File: config.mk
export PLATFORM = sky130hd
export DESIGN_NAME = reset_powerup_ctrl
export DESIGN_NICKNAME = d
export VERILOG_FILES = /design/src/common/wake_timer_pkg.sv /design/src/hw/sample_filter.sv /design/src/hw/reset_powerup_ctrl.sv
export SDC_FILE = /design/constraint.sdc
export NUM_CORES = 1
export LEC_CHECK = 0
export ABC_AREA = 1
export BUFFER_PORTS_ARGS = -buffer_cell sky130_fd_sc_hd__buf_2
export CAP_MARGIN = 20
export CORE_MARGIN = 8
export CORE_UTILIZATION = 42
export DETAILED_ROUTE_END_ITERATION = 12
export GPL_ROUTABILITY_DRIVEN = 0
export SYNTH_ARGS = -nofsm -noshare
export SYNTH_HDL_FRONTEND = slang
export SYNTH_SLANG_ARGS = --single-unit
File: constraint.sdc
create_clock -name clk_i -period 1.8 [get_ports clk_i]
set_clock_uncertainty 0.2 [all_clocks]
set_input_delay 0.27 -clock clk_i [delete_from_list [all_inputs] [get_ports clk_i]]
set_output_delay 0.27 -clock clk_i [all_outputs]
set_load 0.03 [all_outputs]
File: src/common/wake_timer_pkg.sv
// Package: constants and carrier types for the reset filter and power-up control
package wake_timer_pkg;

    // Clock and time figures
    localparam int unsigned CLK_HZ = 10_000_000;
    localparam int unsigned XTAL_HZ = 32_768;
    localparam int unsigned SAMPLE_HZ = 8;
    // Crystal edges per 8 Hz sample tick (binary divide by 4096)
    localparam int unsigned XTAL_DIV = XTAL_HZ / SAMPLE_HZ;
    localparam int unsigned XTAL_DIV_W = 12;
    localparam logic [XTAL_DIV_W-1:0] XTAL_DIV_LAST = 12'hfff;
    // Oscillation start signal must drop within this time after release
    localparam int unsigned OSC_DROP_MS = 500;
    // Sample ticks within the drop time: 500 ms at 8 Hz, round down
    localparam int unsigned OSC_DROP_TICKS = OSC_DROP_MS * SAMPLE_HZ / 1000;
    localparam int unsigned SAMPLES = 3;

    // Reset values
    localparam logic FILT_RESET = 1'b0;
    localparam logic OSC_START_RESET = 1'b1;

    typedef enum logic [1:0] {
        ST_INIT = 2'b00,
        ST_READ = 2'b01
    } mode_t;

    // Write transfer status seen from the serial slave
    typedef struct packed {
        logic wake_write;   // Current transfer writes the wake-up register
        logic data_byte;    // Byte is 2nd or later of the transfer
    } wr_req_t;

    typedef struct packed {
        logic osc_start;    // Forces crystal oscillator to run
        logic rst_filt_n;   // Debounced reset, active low
        logic count_run;    // Timer counter may count up
        logic wr_enable;    // Wake-up register writes allowed
    } pwr_status_t;

endpackage

File: src/hw/sample_filter.sv
// Module: three-sample majority-free debounce filter on a sample tick
`timescale 1ns/10ps
module sample_filter #(
    parameter int unsigned SAMPLES = wake_timer_pkg::SAMPLES
) (
    input wire logic clk_i,
    input wire logic reset_i,
    input wire logic tick_i,
    input wire logic level_i,
    output logic filt_o
);
    logic [SAMPLES-1:0] hist_r;
    logic [SAMPLES-1:0] hist_nxt;
    logic filt_r;
    logic filt_nxt;

    always_comb begin
        hist_nxt = hist_r;
        filt_nxt = filt_r;
        if (tick_i) begin
            hist_nxt = {hist_r[SAMPLES-2:0], level_i};
        end
        if (&hist_r) begin
            filt_nxt = 1'b1;
        end else if (~|hist_r) begin
            filt_nxt = 1'b0;
        end
    end

    always_ff @(posedge clk_i) begin
        if (reset_i) begin
            hist_r <= '0;
            filt_r <= wake_timer_pkg::FILT_RESET;
        end else begin
            hist_r <= hist_nxt;
            filt_r <= filt_nxt;
        end
    end

    assign filt_o = filt_r;
endmodule

File: src/hw/reset_powerup_ctrl.sv
// Module: reset pin debounce and power-up control for the wake-up timer
`timescale 1ns/10ps
module reset_powerup_ctrl #(
    parameter int unsigned DIV_W = wake_timer_pkg::XTAL_DIV_W
) (
    input wire logic clk_i,
    input wire logic reset_i,
    input wire logic xtal_i,
    input wire logic rst_pin_n_i,
    input wire wake_timer_pkg::wr_req_t wr_req_i,
    output wake_timer_pkg::pwr_status_t status_o,
    output logic wr_nack_o
);
    // Pin and crystal inputs: three-stage synchronisers
    logic [2:0] pin_sync_r;
    logic [2:0] xtal_sync_r;
    logic xtal_lvl_r;
    logic xtal_lvl_nxt;
    logic xtal_rise;
    logic pin_lvl_r;
    logic pin_lvl_nxt;

    always_ff @(posedge clk_i) begin
        if (reset_i) begin
            pin_sync_r <= 3'h0;
            xtal_sync_r <= 3'h0;
        end else begin
            pin_sync_r <= {pin_sync_r[1:0], rst_pin_n_i};
            xtal_sync_r <= {xtal_sync_r[1:0], xtal_i};
        end
    end

    // A level counts once the second and third stages agree
    always_comb begin
        xtal_lvl_nxt = xtal_lvl_r;
        pin_lvl_nxt = pin_lvl_r;
        if (xtal_sync_r[1] == xtal_sync_r[2]) begin
            xtal_lvl_nxt = xtal_sync_r[2];
        end
        if (pin_sync_r[1] == pin_sync_r[2]) begin
            pin_lvl_nxt = pin_sync_r[2];
        end
    end

    always_ff @(posedge clk_i) begin
        if (reset_i) begin
            xtal_lvl_r <= 1'b0;
            pin_lvl_r <= 1'b0;
        end else begin
            xtal_lvl_r <= xtal_lvl_nxt;
            pin_lvl_r <= pin_lvl_nxt;
        end
    end

    assign xtal_rise = xtal_lvl_nxt & ~xtal_lvl_r;

    // Crystal divider: no crystal edges, no ticks, so the filter stays low
    logic [DIV_W-1:0] div_r;
    logic [DIV_W-1:0] div_nxt;
    logic tick;

    always_comb begin
        div_nxt = div_r;
        tick = 1'b0;
        // binary divide crystal to 8 Hz
        // Last count is all ones at any DIV_W up to 12, so a narrow divider still ticks
        if (xtal_rise) begin
            div_nxt = div_r + DIV_W'(1);
            tick = (div_r == DIV_W'(wake_timer_pkg::XTAL_DIV_LAST));
        end
    end

    always_ff @(posedge clk_i) begin
        if (reset_i) begin
            div_r <= '0;
        end else begin
            div_r <= div_nxt;
        end
    end

    logic filt_n;

    // short pulses never fill three samples
    sample_filter #(
        .SAMPLES(wake_timer_pkg::SAMPLES)
    ) u_filter (
        .clk_i(clk_i),
        .reset_i(reset_i),
        .tick_i(tick),
        .level_i(pin_lvl_r),
        .filt_o(filt_n)
    );

    // Mode and oscillation start control
    wake_timer_pkg::mode_t mode_r;
    wake_timer_pkg::mode_t mode_nxt;
    logic osc_start_r;
    logic osc_start_nxt;

    always_comb begin
        mode_nxt = mode_r;
        osc_start_nxt = osc_start_r;
        if (!pin_lvl_r) begin
            osc_start_nxt = 1'b1;
        // drop once the filter accepts high
        end else if (filt_n) begin
            osc_start_nxt = 1'b0;
        end
        unique case (mode_r)
            wake_timer_pkg::ST_INIT: begin
                // read mode once reset goes high
                if (filt_n) begin
                    mode_nxt = wake_timer_pkg::ST_READ;
                end
            end
            wake_timer_pkg::ST_READ: begin
                if (!filt_n) begin
                    mode_nxt = wake_timer_pkg::ST_INIT;
                end
            end
            default: mode_nxt = wake_timer_pkg::ST_INIT;
        endcase
    end

    always_ff @(posedge clk_i) begin
        if (reset_i) begin
            mode_r <= wake_timer_pkg::ST_INIT;
            osc_start_r <= wake_timer_pkg::OSC_START_RESET;
        end else begin
            mode_r <= mode_nxt;
            osc_start_r <= osc_start_nxt;
        end
    end

    // filter output is an active-low reset
    // counter held while low, runs while high
    assign status_o.rst_filt_n = filt_n;
    assign status_o.count_run = filt_n;
    assign status_o.osc_start = osc_start_r;
    assign status_o.wr_enable = (mode_r == wake_timer_pkg::ST_READ);
    // refuse data bytes in initial state
    // serial slave state is not touched here
    assign wr_nack_o = wr_req_i.wake_write & wr_req_i.data_byte
        & (mode_r != wake_timer_pkg::ST_READ);
endmodule

# After elaboration in Yosys (flattened, before gate mapping)
# Index checks and enable logic that the tools add are counted.
# word_totals
register_bits	27
latch_bits	0
mem_bits_rw	0
romBits	0
input_bits	6
output_inout_bits	5
elab_cells	35
mem_count	0
# classes
addsub	1
mul	0
n_div	0
n_lt_le_gt_ge	0
n_eq_ne	8
shifts	0
mux	7
bitwise_logic	5
reduce_logical	5
# op_table
cell	n
$add 12x1->12 const B	1
$eq 12x12->1 const B	1
$ne 2x1->1 const B	3
$mux 1	4
$mux 2	2
$pmux 2 s2	1
$and 1x1->1	3
$reduce_and 3->1	1
$reduce_or 3->1	1
$eq 1x1->1	2
$eq 2x1->1 const B	1
$logic_not 2->1	1
$ne 2x2->1 const B	1
$not 1->1	2
$reduce_and 2->1	1
$reduce_or 2->1	1

# Depth between registers and ports, before layout
# Gate-level depths: netlist (run 1).
# depth
ltp_word	4
mapped_depth	8
mapped_depth_nobuf	8

# By module
# From an unflattened synthesis (run 1), not the netlist that was laid out.
# unflattened
cells_unflattened	151
area_unflattened_um2	1136.1
# modules_own_cells
mod	n_inst	cells_per_inst	area_each_um2	seq_area_each_um2
reset_powerup_ctrl	1	127	975.9	440.4
sample_filter	1	24	160.2	80.1

# Worst setup path after synthesis (run 1)
# No wires, ideal clock.
# synth_timing
path_type	register to register
from	register div_r[0]
to	register u_filter.hist_r[1]
t_arrival_ns	1.109
t_required_ns	1.487
slack_ns	0.378
stages_incl_launch_ff	9
path_buffers	0
synth_period_minus_slack_ns	1.422
cell_sequence	dfxtp_1 > ha_1 > nand2_1 > nor2_4 > nand2_2 > nor2_4 > nand3_1 > nand2_1 > nor2_1
# synth_between
elab_chain_len	2
# synth_lines
item	line_no	text
start, declared	reset_powerup_ctrl.sv:58	logic [DIV_W-1:0] div_r;
start signal, assigned	reset_powerup_ctrl.sv:77	div_r <= div_nxt;
$eq 12x12->1	reset_powerup_ctrl.sv:69	tick = (div_r == DIV_W'(wake_timer_pkg::XTAL_DIV_LAST));
$mux 1	reset_powerup_ctrl.sv:67	if (xtal_rise) begin
end signal, assigned	sample_filter.sv:35	hist_r <= hist_nxt;
end, declared	sample_filter.sv:12	logic [SAMPLES-1:0] hist_r;
# Every way passes these cells.
# A chain may end at the register's enable or synchronous reset.

# Final worst setup path (run 1)
# layout_timing
from	register div_r[0]
to	register u_filter.hist_r[0]
# Same word-level chain as after synthesis.

==> impl_results.md, run 1 <==
- Yosys reg bits: 26
- Flop2flop setup slack: 0.21 ns
- WP depth: 8
- Status: finished, final reports clean
- Fillers: 295
- Largest net degree at the start of global routing: 16
- Final Instance Area: 1280 sq um
- Die X: ~70 microns
- P_int: about 0.82 mW
- Yosys top cell by area: dfxtp_1
- Grt total ovfl: 0
- Fraction of layout cells with a size suffix above 1: 0.179
- Die ar.: 4680 sq um
- Total GRT Usage: 0.105
- Worst vdd ir: 0.000578 V
- Synth warn: 0
- Via count: slightly above 900
- Diode count: 0
- Period minus WS final: 1.59 ns
- Dpl ws: approximately 0.23 ns
- Number of buffers created by CTS: 3
- Commonest non-fill, non-tap cell in the layout: nor2_1
- Final Util: 0.478
- Worst path slowest cell: dfxtp_1
- Setup TNS: 0 ns
- CP arrival: 1.62 ns
- Mapped Area: 1150 sq um
- Least-Margin Pin Slew: roughly 0.42 ns
- Routed len/inst: 10.7 microns
- Vias in the first global route: 885
- Setup slack after layout: 0.214 ns
- # setup viols final: 0
- Setup repair bufs after CTS: 0
- Leak pwr: 0.495 nW
- Max-Slew Margin vs Limit: 0.719
- Switching portion of total power: 0.194
- Post-DP HPWL: between 1.5 and 2 mm
- Largest stage delay on the critical path: between 0.4 and 0.5 ns
- IO buf count: 10
- Switch Pwr: 0.198 mW
- DR pass1 iterations: 4
- Worst skew pair latency: 0.32 ns
- Cell row count: 19
- Fmax: 630 MHz
- Max_cap viols: 0
- Critical Path, Cell by Cell: ha_1 -> nand2_1 -> nor2_4 -> nand2_2 -> nor2_4 -> nand3_1 -> nand2_1 -> nor2_1
- Hold Path Sink: pin_sync_r[0]
- Number of remaining DRC errors: 0
- Post-Route WL: 2.07 mm
- Die span in y: 68.4 microns
- Logic pwr share: 0.035
- HP Class: input port to flip-flop
- Initial core utilization: 0.430
- CTS tree: done
- WP buf/inv: 0
- Hold depth: 2
- FF-to-FF Start: div_r[0]
- Synth area leaders: dfxtp_1 45%, nor2_1 9.1%, nand2_1 7.8%
- Final hold violations: 0
- CTS sink cnt: 26
- Max-slew violations: 0
- Netlist cell types: 25
- IO Pins: 11
- PD cells: 792 nW/um^2
- Htree depth: 1
- Clk root buf: clkbuf_4
- WP data required: 1.83 ns
- Reg2Reg Depth: 8
- Area share of the largest cell type after synthesis: 0.451
- Worst setup SP type: flip-flop
- Cells after Synth: 151
- Most frequent cells in the layout: 28 x nor2_1, 26 x dfxtp_1, 24 x nand2_1, 20 x inv_1
- Crit-path max FO: 5
- RSZ-0062 raised after global routing: no
- Core ar.: 2690 sq um
- Initial antenna violation count: 0
- # nets final: 170
- Crit Path Category: flip-flop to flip-flop
- Area added between synthesis and finish: 11.3%
- Syn_nets: 158
- Worst-path clk slew: 0.14 ns
- Syn Area/Cell: roughly 7.6 sq um
- Crit. End Element: flip-flop
- Flop pwr share: 0.574
- DR vias/cell: 4.81
- WHS: 0.0754 ns
- Clock Power Share: 0.391
- First-pass GRT wire length: between 3 and 4 mm
- CP top delay family: simple AND/OR/NAND/NOR gates
- ANT nets after route: 0
- Sequential element share of the synthesized area: 0.451
- Final period utilization: 0.881
- Crit Reg-Reg Endpoint: u_filter.hist_r[0]
- Placed cell areas: 1210 sq um
- Min-delay src: reset_i
- Maximum root-to-sink buffer count: 2
- Iteration-0 DRC Markers: 37
-- repair_timing --
| item | in CTS | in global routing |
|---|---|---|
| hold endpoints to repair | 2 | 0 |
| hold buffers | 2 | 0 |
| gates resized for setup | 0 | 0 |
-- synthesized netlist by cell type (all sizes together) --
library cell  instances
a21oi                10
a31oi                 1
buf                   4
clkbuf                1
dfxtp                26
ha                    1
inv                  21
nand2                28
nand3                 9
nor2                 35
nor3                  3
o21a                  1
o21ai                 8
o21bai                1
o31ai                 1
xor2                  1
-- power by group through the flow --
stage,sequential [mW],clock (mW),combinational [mW]
after floorplan,0.596,0,0.0222
after global placement,0.597,0,0.0319
after detailed placement,0.597,0,0.0330
after CTS,0.585,0.416,0.0362
after global routing,0.586,0.436,0.0404
final,0.584,0.398,0.0357
-- per-layer routing --
metal | part of all wire | global-route usage
met1 | 0.45 | 0.118
met3 | 0.021 | 0.0311
met5 | 0 | 0
met4 | 0.0077 | 0.0307
met2 | 0.53 | 0.186
-- registers in the layout (all words and copies together), names as in the netlist --
register	count
xtal_lvl_r	1
u_filter.filt_o	1
u_filter.hist_r	3
pin_sync_r	3
div_r	12
mode_r	1
osc_start_r	1
pin_lvl_r	1
xtal_sync_r	3
-- worst reg2reg max path, delay by kind of cell, from the launching register on --
kind / cells / cell delay [ns]
simple gates: 7 / 0.69
fa+ha+maj: 1 / 0.19
flops: 1 / 0.42
-- worst max-delay path by stage --
stage | slack, ns | from | to
after CTS | 0.22 | div_r[0] | u_filter.hist_r[2]
after global routing | 0.06 | div_r[0] | u_filter.hist_r[0]
final | 0.21 | div_r[0] | u_filter.hist_r[0]
after global placement | 0.29 | div_r[0] | u_filter.hist_r[2]
after detailed placement | 0.23 | div_r[0] | u_filter.hist_r[2]
after floorplan | 0.38 | div_r[0] | u_filter.hist_r[1]
-- metrics by stage --
| step | std cells | power, mW |
|---|---|---|
| after floorplan | 151 | 0.619 |
| after global placement | 187 | 0.629 |
| after detailed placement | 187 | 0.630 |
| after CTS | 193 | 1.04 |
| after global routing | 193 | 1.06 |
| final | 193 | 1.02 |
-- kinds of logic after synthesis --
| family | count (synthesis) | share of synthesized area |
|---|---|---|
| xor gates and xnor gates | 1 | 0.00759 |
| adders and majority gates | 1 | 0.0108 |
| buffers and inverters | 26 | 0.0997 |
| AOI/OAI and AO/OA | 22 | 0.106 |
| DFF | 26 | 0.451 |
| and+or+nand+nor | 75 | 0.325 |
-- cell type report --
class                           instances  area, sq um  area share
Clock inverter                          1         30.0      0.0234
Sequential cell                        26          520       0.405
Clock buffer                            3         22.5      0.0175
Multi-Input combinational cell         99          519       0.404
Inverter                               21         83.8      0.0652
Tap cell                               31         38.8      0.0302
Timing Repair Buffer                   12         70.1      0.0545
Note: power is estimated with default switching activity, not from simulation.
==> inputs of run 2 (changes only) <==
--- a/config.mk
+++ b/config.mk
@@ -6,10 +6,10 @@
 export NUM_CORES = 1
 export LEC_CHECK = 0
 export ABC_AREA = 1
-export BUFFER_PORTS_ARGS = -buffer_cell sky130_fd_sc_hd__buf_2
+export BUFFER_PORTS_ARGS = -buffer_cell sky130_fd_sc_hd__buf_4
 export CAP_MARGIN = 20
 export CORE_MARGIN = 8
-export CORE_UTILIZATION = 42
+export CORE_UTILIZATION = 40
 export DETAILED_ROUTE_END_ITERATION = 12
 export GPL_ROUTABILITY_DRIVEN = 0
 export SYNTH_ARGS = -nofsm -noshare
==> run 2 against run 1 <==
Net effect: utilization shrank 1.1 points; setup slack gained 0.013 ns; critical path depth shrank 3; clock power shrank 40%; non-clock buffer count grew 1; count of clock-buffer cells in the layout is the same; largest power group unchanged; worst hold slack gained 0.14 ns; critical endpoint is now div_r[2]; wire length shrank 1.7%; via count grew 0.11%.
==> impl_results.md, run 2 (synthesized netlist as in run 1, its figures left out) <==
- Status: finished, final reports clean (unchanged)
- WL met1: 909 microns (was 923 microns)
- ANT nets after route: 0 (unchanged)
- IO Pins: 11 (unchanged)
- PD cells: 669 nW/um^2 (was 792 nW/um^2)
- Setup TNS: 0 ns (unchanged)
- Crit. End Element: flip-flop (unchanged)
- Met2 Wirelength: 1.02 mm (was 1.09 mm)
- Non-filler cells, final: 193 (unchanged)
- Final hold violations: 0 (unchanged)
- Routed len/inst: 10.5 microns (was 10.7 microns)
- Fraction of layout cells with a size suffix above 1: 0.173 (was 0.179)
- Grt total ovfl: 0 (unchanged)
- Setup repair bufs after CTS: 0 (unchanged)
- Maximum root-to-sink buffer count: 2 (unchanged)
- Crit Path Category: input port to flip-flop (was flip-flop to flip-flop)
- Worst skew pair latency: 0.32 ns (about the same)
- Worst vdd ir: 0.000664 V (was 0.000578 V)
- RSZ-0062 raised after global routing: no (unchanged)
- Cell row count: 19 (unchanged)
- Hold Path Sink: xtal_sync_r[1] (was pin_sync_r[0])
- Via count: 930 (was 929)
- Worst-path clk slew: 0.14 ns (about the same)
- Diode count: 0 (unchanged)
- Max-Slew Margin vs Limit: 0.706 (was 0.719)
- Largest net degree at the start of global routing: 16 (unchanged)
- WP data required: 1.87 ns (was 1.83 ns)
- FF-to-FF Start: div_r[0] (unchanged)
- Vias in the first global route: 851 (was 885)
- Flop2flop setup slack: 0.25 ns (was 0.21 ns)
- Max reg flops: 12 (unchanged)
- Clk root buf: clkbuf_4 (unchanged)
- DR pass1 iterations: 4 (unchanged)
- IO buf count: 10 (unchanged)
- Worst setup SP type: input port (was flip-flop)
- DR vias/cell: 4.82 (was 4.81)
- Crit Reg-Reg Endpoint: u_filter.hist_r[0] (unchanged)
- Initial core utilization: 0.419 (was 0.430)
- Core ar.: 2760 sq um (was 2690 sq um)
- Number of buffers created by CTS: 3 (unchanged)
- Iteration-0 DRC Markers: 66 (was 37)
- # nets final: 171 (was 170)
- Min-delay src: xtal_sync_r[0] (was reset_i)
- Number of remaining DRC errors: 0 (unchanged)
- Highest routed layer: met4 (unchanged)
- CTS tree: done (unchanged)
- Placed cell areas: 1240 sq um (was 1210 sq um)
- Commonest non-fill, non-tap cell in the layout: nor2_1 (unchanged)
- Routed wl met3: 84 microns (was 43 microns)
- Area added between synthesis and finish: 11.7% (was 11.3%)
- Final period utilization: 0.874 (was 0.881)
- Max-slew violations: 0 (unchanged)
- Least-Margin Pin Slew: 0.440 ns (was 0.421 ns)
- Fmax: 636 MHz (was 630 MHz)
- CTS sink cnt: 26 (unchanged)
- Reg2Reg Depth: 8 (unchanged)
- Post-Route WL: 2.03 mm (was 2.07 mm)
- Period minus WS final: 1.57 ns (was 1.59 ns)
- Die ar.: 4860 sq um (was 4680 sq um)
- Max_cap viols: 0 (unchanged)
- Fillers: 288 (was 295)
- Most frequent cells in the layout: 28 x nor2_1, 26 x dfxtp_1, 24 x nand2_1, 20 x inv_1 (unchanged)
- Leak pwr: 0.491 nW (was 0.495 nW)
- Die X: 69.7 microns (was 68.4 microns)
- Largest register by flop count: div_r (unchanged)
- Post-DP HPWL: 1.50 mm (was 1.54 mm)
- Initial antenna violation count: 0 (unchanged)
- HP Class: flip-flop to flip-flop (was input port to flip-flop)
- Htree depth: 1 (unchanged)
- WHS: 0.214 ns (was 0.0754 ns)
- Final Util: 0.468 (was 0.478)
- # setup viols final: 0 (unchanged)
- Die span in y: 69.7 microns (was 68.4 microns)
- Placed cells: 187 (unchanged)
- First-pass GRT wire length: 3.56 mm (was 3.84 mm)
- Hold depth: 2 (unchanged)
- Total GRT Usage: 0.0859 (was 0.105)
- CP arrival: 1.64 ns (was 1.62 ns)
- Crit-path max FO: 15 (was 5)
- Final Instance Area: 1290 sq um (was 1280 sq um)
[run 2: final cells by class]
class	instances	area (sq um)	area share
Tap cell	31	38.8	0.0301
Clock buffer	3	22.5	0.0175
Inverter	21	83.8	0.0650
Sequential cell	26	520	0.403
Timing Repair Buffer	13	105	0.0815
Multi-Input combinational cell	99	519	0.403
[run 2: worst max path at each step]
stage / from / to / slack (ns) / cells after the start
CTS: reset_i / div_r[2] / 0.20 / 5
global route: reset_i / div_r[2] / 0.09 / 5
detailed placement: div_r[0] / u_filter.hist_r[0] / 0.24 / 8
finish: reset_i / div_r[2] / 0.23 / 5
global placement: div_r[0] / u_filter.hist_r[2] / 0.30 / 8
floorplan: div_r[0] / u_filter.hist_r[1] / 0.38 / 8
[run 2: worst max-delay path, stage by stage]
cell and delay, ns:
dlygate4sd3_1 0.54, buf_4 0.18, inv_1 0.35, o21ai_0 0.16, a21oi_1 0.14
[run 2: metrics by stage]
step                setup slack [ns]  power, mW
floorplan                      0.378      0.619
global placement               0.296      0.633
detailed placement             0.241      0.634
CTS                            0.204      0.882
global route                  0.0885      0.904
finish                         0.227      0.864
[run 2: timing repair]
action,4_1_cts,5_1_grt
hold buffers,3,0
endpoints found under the hold margin,4,0
endpoints found under the setup margin,0,0
gates resized for setup,0,0
[run 2: metal layers]
| layer | vias up | GRT usage |
|---|---|---|
| li1 | 492 | - |
| met5 | - | 0 |
| met2 | 17 | 0.152 |
| met4 | 0 | 0.0201 |
| met3 | 2 | 0.0343 |
| met1 | 419 | 0.0932 |
[run 2: power breakdown]
group	switching [mW]	internal [mW]	leakage, nW
clock network	0.160	0.0784	0.0138
logic	0.0218	0.0192	0.267
registers	0.00304	0.581	0.210
total	0.185	0.679	0.491
==> inputs of run 3 (changes only) <==
--- a/config.mk
+++ b/config.mk
@@ -12,6 +12,8 @@
 export CORE_UTILIZATION = 40
 export DETAILED_ROUTE_END_ITERATION = 12
 export GPL_ROUTABILITY_DRIVEN = 0
+export PLACE_DENSITY_LB_ADDON = 0.3
 export SYNTH_ARGS = -nofsm -noshare
 export SYNTH_HDL_FRONTEND = slang
+export SYNTH_HIERARCHICAL = 1
 export SYNTH_SLANG_ARGS = --single-unit
==> run 3 against run 2 <==
Net effect: sequential share of layout area is 1.4 points lower; non-clock buffer count grew 3; highest routed layer unchanged; combinational power hardly changed; worst hold slack got worse by 0.0012 ns; die area decreased by 1.2%; synthesized cell count did not move; largest cell class unchanged; via count rose by 1.3%; first-iteration DRC count down 55%; synthesized area fell by 1.6%.
==> impl_results.md, run 3 <==
- PD cells: 762 nW/um^2 (was 669 nW/um^2)
- Post-synth top cells: 34 x nor2_1, 26 x dfxtp_1, 22 x nand2_1, 20 x inv_1, 10 x a21oi_1 (was 28 x nor2_1, 26 x dfxtp_1, 24 x nand2_1, 20 x inv_1, 10 x a21oi_1)
- CTS sink cnt: 26 (unchanged)
- Clk root buf: clkbuf_4 (unchanged)
- Hold depth: 2 (unchanged)
- Cell row count: 19 (unchanged)
- Setup repair bufs after CTS: 0 (unchanged)
- Clock Power Share: 0.387 (was 0.276)
- Fmax: 613 MHz (was 636 MHz)
- Post-DP HPWL: 1.46 mm (was 1.50 mm)
- Mapped Area: 1140 sq um (was 1150 sq um)
- Largest net degree at the start of global routing: 16 (unchanged)
- DR vias/cell: 4.76 (was 4.82)
- Overall power: 1.02 mW (was 0.864 mW)
- Initial core utilization: 0.416 (was 0.419)
- HP Class: flip-flop to flip-flop (unchanged)
- Synth Flop Type: dfxtp_1 (unchanged)
- Max-slew violations: 0 (unchanged)
- Max-Slew Margin vs Limit: 0.814 (was 0.706)
- Max reg flops: 12 (unchanged)
- Netlist cell types: 24 (was 25)
- Crit Reg-Reg Endpoint: u_filter/hist_r[2] (was u_filter.hist_r[0])
- Grt total ovfl: 0 (unchanged)
- Largest register by flop count: div_r (unchanged)
- Die span in y: 69.3 microns (was 69.7 microns)
- Sequential element share of the synthesized area: 0.458 (was 0.451)
- Area share of the largest cell type after synthesis: 0.458 (was 0.451)
- WHS: 0.213 ns (was 0.214 ns)
- First-pass GRT wire length: 3.82 mm (was 3.56 mm)
- IO Pins: 11 (unchanged)
- # nets final: 175 (was 171)
- Number of synthesized flops with an enable pin: 0 (unchanged)
- Cells after Synth: 151 (unchanged)
- Most numerous cell in the Yosys netlist: nor2_1 (unchanged)
- Number of remaining DRC errors: 0 (unchanged)
- Initial antenna violation count: 0 (unchanged)
- Yosys top cell by area: dfxtp_1 (unchanged)
- DR pass1 iterations: 6 (was 4)
- CTS tree: done (unchanged)
- Worst-path clk slew: 0.14 ns (about the same)
- Hold Path Sink: xtal_sync_r[1] (unchanged)
- Reg2Reg Depth: 7 (was 8)
- Placed cells: 191 (was 187)
- Synth area leaders: dfxtp_1 46%, nor2_1 11%, nand2_1 7.3% (was dfxtp_1 45%, nor2_1 9.1%, nand2_1 7.8%)
- Final Util: 0.490 (was 0.468)
- Logic pwr share: 0.040 (was 0.048)
- Maximum root-to-sink buffer count: 2 (unchanged)
- Status: finished, final reports clean (unchanged)
- Diode count: 0 (unchanged)
- Min-delay src: xtal_sync_r[0] (unchanged)
- Fillers: 270 (was 288)
- Number of buffers created by CTS: 3 (unchanged)
- Non-filler cells, final: 198 (was 193)
- Crit. End Element: flip-flop (unchanged)
- Setup crit start: div_r[3] (was reset_i)
- Worst vdd ir: 0.000520 V (was 0.000664 V)
- IO buf count: 10 (unchanged)
- Crit-path max FO: 4 (was 15)
- Most frequent cells in the layout: 33 x nor2_1, 25 x dfxtp_1, 22 x nand2_1, 20 x inv_1, 13 x buf_4 (was 28 x nor2_1, 26 x dfxtp_1, 24 x nand2_1, 20 x inv_1)
- ANT nets after route: 0 (unchanged)
- Die ar.: 4800 sq um (was 4860 sq um)
- Final period utilization: 0.906 (was 0.874)
- Vias in the first global route: 898 (was 851)
- Leak pwr: 0.601 nW (was 0.491 nW)
- Via count: 942 (was 930)
- Fraction of layout cells with a size suffix above 1: 0.180 (was 0.173)
- Crit Path Category: flip-flop to flip-flop (was input port to flip-flop)
- Post-synth ARST share: 0 (unchanged)
- Switch Pwr: 0.194 mW (was 0.185 mW)
- Max_cap viols: 0 (unchanged)
- Routed len/inst: 10.0 microns (was 10.5 microns)
- Worst setup SP type: flip-flop (was input port)
- # setup viols final: 0 (unchanged)
- Flop2flop setup slack: 0.17 ns (was 0.25 ns)
- Final hold violations: 0 (unchanged)
- WP data required: 1.82 ns (was 1.87 ns)
- Synth warn: 6 (was 0)
- FF-to-FF Start: div_r[3] (was div_r[0])
- Flop pwr share: 0.573 (was 0.677)
- Commonest non-fill, non-tap cell in the layout: nor2_1 (unchanged)
- Post-Route WL: 1.99 mm (was 2.03 mm)
- Die X: 69.3 microns (was 69.7 microns)
- Worst skew pair latency: 0.31 ns (was 0.32 ns)
- Period minus WS final: 1.63 ns (was 1.57 ns)
- CP arrival: 1.65 ns (was 1.64 ns)
- Least-Margin Pin Slew: 0.278 ns (was 0.440 ns)
- Iteration-0 DRC Markers: 30 (was 66)
- Syn_nets: 158 (unchanged)
- Switching portion of total power: 0.190 (was 0.214)
- Syn Area/Cell: 7.52 sq um (was 7.65 sq um)
- Htree depth: 1 (unchanged)
- P_int: 0.826 mW (was 0.679 mW)
- Yosys reg bits: 26 (unchanged)
- Core ar.: 2730 sq um (was 2760 sq um)
- Total GRT Usage: 0.0892 (was 0.0859)
- Area added between synthesis and finish: 17.8% (was 11.7%)
[run 3: cell types whose count changed after synthesis, moves of 2 or more]
cell / change
nor2_1: +6
nor2_4: -4
nand2_1: -2
nand3b_1: +2
[run 3: worst max path at each step]
stage,depth (start not counted),endpoint,slack (ns)
CTS,7,u_filter/hist_r[2],0.09
floorplan,7,u_filter/hist_r[2],0.27
global route,7,u_filter/hist_r[2],-0.02
detailed placement,7,u_filter/hist_r[2],0.11
global placement,7,u_filter/hist_r[0],0.19
finish,7,u_filter/hist_r[2],0.17
[run 3: per-layer routing]
metal | track usage | up-vias | part of all wire
met5 | 0 | - | 0
met1 | 0.114 | 429 | 0.48
met2 | 0.139 | 10 | 0.48
met4 | 0.0342 | 0 | 0.011
li1 | - | 501 | -
met3 | 0.0215 | 2 | 0.026
[run 3: metrics by stage]
stage	area [sq um]	setup TNS, ns	setup slack [ns]
after floorplan	1140	0	0.269
after global placement	1250	0	0.191
after detailed placement	1250	0	0.106
after CTS	1330	0	0.0880
after global routing	1340	-0.0209	-0.0209
final	1340	0	0.169
[run 3: area by class of cell]
type                       instances  area (sq um)  share of cell area
tap                               31          38.8              0.0290
clock inverter                     1          30.0              0.0224
inverter                          22          87.6              0.0654
sequential                        26           522               0.390
multi-input combinational         99           510               0.381
clock buffer                       3          22.5              0.0168
timing repair buffer              16           128              0.0953
[run 3: worst max-delay path: stages, from the launching register on]
cell and delay, ns:
dfxtp_1 0.39, nand2_2 0.08, nor2_2 0.18, nand4_2 0.18, nor3b_4 0.25, inv_1 0.09, nor2_1 0.11, nor2_1 0.05
[run 3: kinds of logic (layout without fill, tap and decap cells)]
logic type,Yosys count,after routing,synth area share
adders and majority gates,1,1,0.0110
DFF,26,26,0.458
buffers and inverters,26,42,0.100
and+or+nand+nor,79,79,0.341
AOI/OAI and AO/OA,18,18,0.0815
xor gates and xnor gates,1,1,0.00771
[run 3: power groups by stage]
stage,Combinational (mW),Sequential [mW],Clock [mW]
detailed placement,0.0362,0.597,0
global route,0.0462,0.586,0.434
global placement,0.0355,0.597,0
floorplan,0.0212,0.596,0
CTS,0.0415,0.584,0.410
finish,0.0408,0.584,0.395
[run 3: timing repair]
item,4_1_cts,5_1_grt
gates resized for setup,0,3
hold buffers,3,0
hold endpoints to repair,6,0
endpoints found under the setup margin,0,3
